`config.mk`:
```
export PLATFORM = sky130hd
export DESIGN_NAME = rps_seq
export DESIGN_NICKNAME = d
export VERILOG_FILES = /design/src/rps_pkg.sv /design/src/rps_sync.sv /design/src/rps_seq.sv
export SDC_FILE = /design/constraint.sdc
export NUM_CORES = 1
export LEC_CHECK = 0
export BUFFER_PORTS_ARGS = -buffer_cell sky130_fd_sc_hd__buf_2
export CAP_MARGIN = 40
export CORE_ASPECT_RATIO = 0.75
export CORE_UTILIZATION = 55
export CTS_BUF_LIST = sky130_fd_sc_hd__clkbuf_4
export CTS_CLUSTER_SIZE = 28
export DETAILED_ROUTE_END_ITERATION = 7
export HOLD_SLACK_MARGIN = 0.03
export MAX_ROUTING_LAYER = met4
export PLACE_DENSITY = 0.73
export SYNTH_ARGS = -nofsm -noshare
export SYNTH_HDL_FRONTEND = slang
export SYNTH_SLANG_ARGS = --single-unit
export TNS_END_PERCENT = 10
```
`constraint.sdc`:
```
create_clock -name CLK_SYS -period 2.9 [get_ports CLK_SYS]
set_clock_uncertainty 0.15 [all_clocks]
set_input_delay 0.29 -clock CLK_SYS [delete_from_list [all_inputs] [get_ports CLK_SYS]]
set_output_delay 0.29 -clock CLK_SYS [all_outputs]
set_load 0.05 [all_outputs]
```
`src/rps_pkg.sv`:
```
`default_nettype none
package rps_pkg;
	// Clock rate in kHz
	localparam int unsigned CLK_KHZ = 20000;
	// Power-on interval, in microseconds: least 2500, longest 10000
	localparam int unsigned POR_MIN_US = 2500;
	localparam int unsigned POR_MAX_US = 10000;
	localparam int unsigned POR_CYC = (POR_MIN_US * CLK_KHZ + 999) / 1000;
	// Watchdog least delays in milliseconds for selects 00, 01, 10, 11
	localparam int unsigned WD_MS_0 = 5;
	localparam int unsigned WD_MS_1 = 10;
	localparam int unsigned WD_MS_2 = 20;
	localparam int unsigned WD_MS_3 = 80;
	localparam int unsigned WD_CYC_0 = WD_MS_0 * CLK_KHZ;
	localparam int unsigned WD_CYC_1 = WD_MS_1 * CLK_KHZ;
	localparam int unsigned WD_CYC_2 = WD_MS_2 * CLK_KHZ;
	localparam int unsigned WD_CYC_3 = WD_MS_3 * CLK_KHZ;
	// Counter width covering the longest count
	localparam int unsigned CNT_W = 24;
	// Watchdog select encodings
	localparam logic [1:0] WD_SEL_5MS = 2'h0;
	localparam logic [1:0] WD_SEL_10MS = 2'h1;
	localparam logic [1:0] WD_SEL_20MS = 2'h2;
	localparam logic [1:0] WD_SEL_80MS = 2'h3;

	// Sequencer states
	typedef enum logic [1:0] {
		RPS_RUN = 2'b00,
		RPS_DRIVE = 2'b01,
		RPS_WAIT = 2'b10
	} rps_state_t;
endpackage : rps_pkg
`default_nettype wire

```
`src/rps_sync.sv`:
```
`default_nettype none
// Three-stage input synchroniser; a change counts once stages two and three agree
module rps_sync
	import rps_pkg::*;
#(
	parameter logic INIT = 1'b1
) (
	// Clock and reset
	input wire logic clk,
	input wire logic rst_n,
	// Raw and filtered level
	input wire logic din,
	output logic dout
);
	logic s1_q;
	logic s2_q;
	logic s3_q;

	// Shift chain; first stage feeds only the second
	always_ff @(posedge clk) begin
		if (!rst_n) begin
			s1_q <= INIT;
			s2_q <= INIT;
			s3_q <= INIT;
		end else begin
			s1_q <= din;
			s2_q <= s1_q;
			s3_q <= s2_q;
		end
	end

	// Output follows only when the last two stages agree
	always_ff @(posedge clk) begin
		if (!rst_n) begin
			dout <= INIT;
		end else if (s2_q == s3_q) begin
			dout <= s3_q;
		end
	end
endmodule : rps_sync
`default_nettype wire

```
`src/rps_seq.sv`:
```
`default_nettype none
//Behaviour
// [RQ1] Reset on power-on, watchdog, stop recovery, low voltage or low reset pin.
// [RQ2] Power-on or watchdog reset drives pin low for the power-on interval.
// [RQ3] Internal pull-up on reset pin, switched off while the device drives low.
// [RQ4] Never drive the reset pin low while supply is below brown-out threshold.
// [RQ5] External drivers on the reset line must be open-drain only.
// [RQ6] External reset pulse does not end stop state; only recovery sources do.
// [RQ7] Two select bits choose watchdog delay 5, 10, 20 or 80 ms minimum.
// [RQ8] Internal reset held while the reset pin reads low, whoever drives it. The code ignores the low pin while stop is active.
module rps_seq
	import rps_pkg::*;
#(
	parameter int unsigned POR_CYCLES = POR_CYC,
	parameter int unsigned WD_CYCLES_0 = WD_CYC_0,
	parameter int unsigned WD_CYCLES_1 = WD_CYC_1,
	parameter int unsigned WD_CYCLES_2 = WD_CYC_2,
	parameter int unsigned WD_CYCLES_3 = WD_CYC_3
) (
	// Clock and reset
	input wire logic CLK_SYS,
	input wire logic RST_N,
	// Reset causes
	input wire logic POWER_ON,
	input wire logic LOW_VOLTAGE,
	input wire logic BROWN_OUT,
	input wire logic STOP_RECOVERY,
	// Watchdog control
	input wire logic WD_ENABLE,
	input wire logic WD_REFRESH,
	input wire logic [1:0] WD_SELECT,
	// Stop state
	input wire logic STOP_ENTER,
	output logic STOP_ACTIVE,
	// Reset pin, open-drain
	input wire logic RESET_PIN_I,
	output logic RESET_PIN_O,
	output logic RESET_PIN_OE,
	output logic RESET_PULLUP_EN,
	// Reset outputs
	output logic CORE_RESET,
	output logic WD_TIMEOUT
);
	// ****************************************
	// Checks and declarations
	// ****************************************
	// Refuse counts that the counter cannot hold
	if (POR_CYCLES < 1 || POR_CYCLES >= (1 << CNT_W) ||
		WD_CYCLES_3 >= (1 << CNT_W) || WD_CYCLES_0 < 1) begin : g_bad_counts
		$error("rps_seq: counts do not fit the counter");
	end

	rps_state_t state_q;
	rps_state_t state_d;
	logic [CNT_W-1:0] por_cnt_q;
	logic [CNT_W-1:0] wd_cnt_q;
	logic pin_low;
	logic pin_sync;
	logic por_req;
	logic wd_hit;
	logic low_v_sync;
	logic bo_sync;
	logic srec_sync;
	logic pon_sync;

	// Watchdog limit from the select bits
	function automatic logic [CNT_W-1:0] wd_limit(input logic [1:0] sel);
		case (sel)
			WD_SEL_5MS: wd_limit = CNT_W'(WD_CYCLES_0);
			WD_SEL_10MS: wd_limit = CNT_W'(WD_CYCLES_1);
			WD_SEL_20MS: wd_limit = CNT_W'(WD_CYCLES_2);
			WD_SEL_80MS: wd_limit = CNT_W'(WD_CYCLES_3);
			default: wd_limit = CNT_W'(WD_CYCLES_3);
		endcase
	endfunction

	// ****************************************
	// Pin and analog-flag synchronisers
	// ****************************************
	rps_sync #(.INIT(1'b0)) u_pin (
		.clk(CLK_SYS),
		.rst_n(RST_N),
		.din(~RESET_PIN_I),
		.dout(pin_low)
	);
	rps_sync #(.INIT(1'b0)) u_lv (
		.clk(CLK_SYS),
		.rst_n(RST_N),
		.din(LOW_VOLTAGE),
		.dout(low_v_sync)
	);
	rps_sync #(.INIT(1'b0)) u_bo (
		.clk(CLK_SYS),
		.rst_n(RST_N),
		.din(BROWN_OUT),
		.dout(bo_sync)
	);
	rps_sync #(.INIT(1'b0)) u_sr (
		.clk(CLK_SYS),
		.rst_n(RST_N),
		.din(STOP_RECOVERY),
		.dout(srec_sync)
	);
	rps_sync #(.INIT(1'b1)) u_po (
		.clk(CLK_SYS),
		.rst_n(RST_N),
		.din(POWER_ON),
		.dout(pon_sync)
	);
	assign pin_sync = pin_low;

	// ****************************************
	// Watchdog counter
	// ****************************************
	assign wd_hit = WD_ENABLE && (wd_cnt_q >= wd_limit(WD_SELECT) - CNT_W'(1)); // RQ7

	// Counts while enabled; refresh or any reset restarts it
	always_ff @(posedge CLK_SYS) begin
		if (!RST_N) begin
			wd_cnt_q <= '0;
		end else if (!WD_ENABLE || WD_REFRESH || CORE_RESET || wd_hit) begin
			wd_cnt_q <= '0;
		end else begin
			wd_cnt_q <= wd_cnt_q + CNT_W'(1); // RQ7
		end
	end

	// One-cycle time-out pulse
	always_ff @(posedge CLK_SYS) begin
		if (!RST_N) begin
			WD_TIMEOUT <= 1'b0;
		end else begin
			WD_TIMEOUT <= wd_hit && !CORE_RESET;
		end
	end

	// ****************************************
	// Drive sequencer
	// ****************************************
	assign por_req = pon_sync || WD_TIMEOUT; // RQ2

	// Next state
	always_comb begin
		state_d = state_q;
		case (state_q)
			RPS_RUN: begin
				if (por_req && !bo_sync) begin
					state_d = RPS_DRIVE; // RQ2 RQ4
				end
			end
			RPS_DRIVE: begin
				if (bo_sync) begin
					state_d = RPS_WAIT; // RQ4
				end else if (por_cnt_q >= CNT_W'(POR_CYCLES - 1)) begin
					state_d = RPS_WAIT; // RQ2
				end
			end
			RPS_WAIT: begin
				if (!pon_sync) begin
					state_d = RPS_RUN;
				end
			end
			default: state_d = RPS_RUN;
		endcase
	end

	// State register; reset idles and the held power-on flag starts a full-length drive
	always_ff @(posedge CLK_SYS) begin
		if (!RST_N) begin
			state_q <= RPS_RUN;
		end else begin
			state_q <= state_d;
		end
	end

	// Interval counter runs only while driving
	always_ff @(posedge CLK_SYS) begin
		if (!RST_N) begin
			por_cnt_q <= '0;
		end else if (state_q == RPS_DRIVE) begin
			por_cnt_q <= por_cnt_q + CNT_W'(1); // RQ2
		end else begin
			por_cnt_q <= '0;
		end
	end

	// Pin drive: open-drain low, never under brown-out
	always_ff @(posedge CLK_SYS) begin
		if (!RST_N) begin
			RESET_PIN_OE <= 1'b0;
			RESET_PULLUP_EN <= 1'b1;
		end else begin
			RESET_PIN_OE <= (state_d == RPS_DRIVE) && !bo_sync; // RQ2 RQ4 RQ5
			RESET_PULLUP_EN <= !((state_d == RPS_DRIVE) && !bo_sync); // RQ3
		end
	end
	assign RESET_PIN_O = 1'b0; // RQ5

	// ****************************************
	// Stop state and core reset
	// ****************************************
	// Only recovery sources end stop; the pin is ignored here
	always_ff @(posedge CLK_SYS) begin
		if (!RST_N) begin
			STOP_ACTIVE <= 1'b0;
		end else if (srec_sync || pon_sync) begin
			STOP_ACTIVE <= 1'b0; // RQ6
		end else if (STOP_ENTER && !CORE_RESET) begin
			STOP_ACTIVE <= 1'b1;
		end
	end

	// Core reset from every cause; pin low holds it only while stop is not active
	always_ff @(posedge CLK_SYS) begin
		if (!RST_N) begin
			CORE_RESET <= 1'b1;
		end else begin
			CORE_RESET <= pon_sync || low_v_sync || (STOP_ACTIVE && srec_sync) ||
				(state_q == RPS_DRIVE) || WD_TIMEOUT ||
				(pin_sync && !STOP_ACTIVE); // RQ1 RQ6 RQ8
		end
	end
endmodule : rps_seq
`default_nettype wire

```
==> reports/qor.csv <==
stage,metric,value,unit
clocking,path_clk_slew,0.13,ns
floorplan,die_h,70.1,µm
placed_design,place_ws,0.414,ns
global_routing,grt_use_total,22.6,%
synth,synthTopCellsByArea,"dfxtp_1 (44%), ha_1 (9.2%), nor2_1 (6.5%)",
global_routing,grt_pass1_wl,11000,µm
floorplan,start_util,57.8,%
layout,syn_to_final_growth,9.89,%
route,routedWlPerCell,12.6,µm
route,firstDrtPassIters,4,
clocking,numCtsBuffers,9,
pwr,peakVddDrop,319,µV
global_routing,grt_max_degree,29,
pwr,comb_power_share,4.8,%
pwr,total_power,1700,µW
floorplan,rows,24,
pwr,seqPwrFrac,61.7,%
layout,multiInputGateArea,1800,µm²
synth,synthesis.area,3400,µm²
route,via_per_inst,5.29,
clocking,clk_path_buf_depth,2,
worst_setup_path,end_kind,flip-flop,
timing,fin_ws,0.783,ns
synth,synth_seq_cells,75,
synth,synth_edf_count,0,
clocking,postCtsSetupBuffers,0,
floorplan,dieArea,6510,µm²
global_routing,antenna_found_initial,0,
synth,ys.flop_type,dfxtp_1,
pwr,intPower,1260,µW
timing,whs,0.0672,ns
synth,syn_area_per_cell,8.96,µm²
synth,synth-warning-count,0,
min_path,worstHoldPathType,input port to flip-flop,
floorplan,core_area,5890,µm²
worst_setup_path,crit_type,flip-flop to flip-flop,
worst_setup_path,slowest_stage,or3_1,
synth,netlist_instances,380,
route,ant_nets,0,
layout,final_net_count,443,
placed_design,port_buffers,16,
layout,fill_cells,498,
clocking,clkSinkCount,75,
timing,period_needed,2.12,ns
floorplan,die_w,92.9,µm
clocking,root_buffer,clkbuf_4,
pwr,p_leak,0.00141,µW
route,wirelength,6150,µm
global_routing,grt-ovfl-total,0,
route,vias,2586,
route,drc,0,
layout,top_regs,"por_cnt_q x24, wd_cnt_q x24, state_q x2",
worst_setup_path,critPathMaxFanout,7,
timing,fmaxAchievable,472,MHz
global_routing,grt_pass1_vias,2475,
placed_design,place_area,3550,µm²
route,drtIter0Drc,76,
worst_setup_path,required,3.09,ns
timing,maxSlewViolCount,0,
timing,setup_viol,0,
pwr,power_density,454,nW/µm²
flow_run,maxCapViolCount,0,
synth,synth_top_area_share,44.1,%
pwr,p_clk_share,33.5,%
placed_design,hpwl,4450,µm
synth,synth_cell_types,40,
layout,drive_above_1_share,9.00,%
worst_setup_path,crit_path_start_kind,flip-flop,
synth,yosysSeqAreaShare,44.1,%
clocking,tritoncts,yes,
synth,yosys.area.top_type,dfxtp_1,
clocking,h-tree-depth,3,
timing,finalCritPeriodShare,73.0,%
worst_setup_path,cpPeakStageDelay,0.53,ns
layout,antenna_cells,0,
pwr,p_sw_share,26.1,%
worst_setup_path,path_cells,"ha_1, nand4_2, or3_1, nor3_1, xnor2_1, nor2_1",
timing,rsz0062_at_grt,false,
timing,fin_tns_setup,0,ns
clocking,post_cts_resized,0,
floorplan,ioPinCount,18,
synth,ys_async_sr_fraction,0,%
pwr,p_switching,443,µW
clocking,clock_latency,0.44,ns
worst_setup_path,arrival,2.30,ns
layout,seq_area,1500,µm²
status,status,"complete, no violations",
layout,design_area,3740,µm²
placed_design,place.gp.congestion,0.835,
timing,hold_viol,0,
==> layer usage <==
metal	global-route usage, %	up-vias	wire (µm)
met2	34.2	55	2660
met1	27.8	1167	3090
met4	10.1	0	154
li1	-	1346	-
met5	-	-	0
met3	6.86	18	250
==> final timing paths <==
kind,cells after the start,startpoint,slack (ns),end
setup reg to reg,6,por_cnt_q[0]$_SDFF_PN0_,0.78,por_cnt_q[20]$_SDFF_PN0_
hold / removal,2,RST_N,0.07,u_po.s2_q$_SDFF_PN1_
hold reg to reg,1,u_po.s1_q$_SDFF_PN1_,0.28,u_po.s2_q$_SDFF_PN1_
setup / recovery,6,por_cnt_q[0]$_SDFF_PN0_,0.78,por_cnt_q[20]$_SDFF_PN0_
==> worst max-delay path: cells and delay by family, from the launching register on <==
kind | cells | cell delay (ns)
flops | 1 | 0.40
xor+xnor | 1 | 0.15
fa+ha+maj | 1 | 0.26
simple gates | 4 | 1.06
==> synthesized netlist by cell type, types with 3 or more instances <==
| library cell | n |
|---|---|
| buf_2 | 3 |
| nand2_1 | 21 |
| xor2_1 | 16 |
| and3_1 | 8 |
| or3_1 | 4 |
| nand2b_1 | 4 |
| nor2_1 | 59 |
| ha_1 | 25 |
| xnor2_1 | 23 |
| inv_1 | 16 |
| nand3_1 | 23 |
| o21ai_0 | 10 |
| a21boi_0 | 4 |
| a21oi_1 | 13 |
| nor4_1 | 5 |
| and2_1 | 11 |
| and4_1 | 3 |
| dfxtp_1 | 75 |
| nand3b_1 | 4 |
| clkbuf_1 | 6 |
| nor3_1 | 11 |
| nand4_1 | 9 |
==> cells by family after synthesis <==
kind of cell | synth area share (%)
and+or+nand+nor | 25.8
DFF | 44.1
xor gates and xnor gates | 10.0
AOI/OAI and AO/OA | 6.80
buffers and inverters | 3.23
adders and majority gates | 9.19
other | 0.221
muxes | 0.588
==> layout make-up <==
type	instances	area share [%]
flip-flops and latches	75	40.1
repair buffers	25	4.41
multi-input cells	279	48.0
well taps	78	2.61
clock inverters	7	1.40
inverters	16	1.61
clock buffers	9	1.81
==> repair_timing <==
item | CTS | global route
endpoints found under the hold margin | 7 | 0
endpoints found under the setup margin | 0 | 0
hold buffers | 7 | 0
==> cell usage in the layout (no fill, tap or decap), types with 4 or more instances in the layout <==
| cell | synthesis | final |
|---|---|---|
| a21boi_0 | 4 | 4 |
| a21oi_1 | 13 | 13 |
| and2_1 | 11 | 11 |
| and3_1 | 8 | 8 |
| buf_2 | 3 | 16 |
| clkbuf_4 | 0 | 9 |
| dfxtp_1 | 75 | 75 |
| dlygate4sd3_1 | 0 | 7 |
| ha_1 | 25 | 25 |
| inv_1 | 16 | 16 |
| nand2_1 | 21 | 21 |
| nand2b_1 | 4 | 4 |
| nand3_1 | 23 | 23 |
| nand3b_1 | 4 | 4 |
| nand4_1 | 9 | 9 |
| nor2_1 | 59 | 59 |
| nor3_1 | 11 | 11 |
| nor4_1 | 5 | 5 |
| o21ai_0 | 10 | 10 |
| or3_1 | 4 | 4 |
| xnor2_1 | 23 | 23 |
| xor2_1 | 16 | 16 |
==> power by group through the flow <==
stage	combinational (µW)	sequential [µW]	clock (µW)
CTS	82.1	1050	589
detailed placement	74.5	1070	0
floorplan	48.8	1080	0
global route	92.7	1050	635
global placement	72.3	1070	0
finish	81.8	1050	568
==> metrics by stage <==
| stage | std cells | utilization [%] |
|---|---|---|
| 2_1_floorplan | 381 | - |
| 3_3_place_gp | 466 | 60.3 |
| 3_5_place_dp | 466 | 60.3 |
| 4_1_cts | 489 | 63.6 |
| 5_1_grt | 489 | 63.6 |
| 6_report | 489 | 63.6 |
Note: power is estimated with default switching activity, not from simulation.
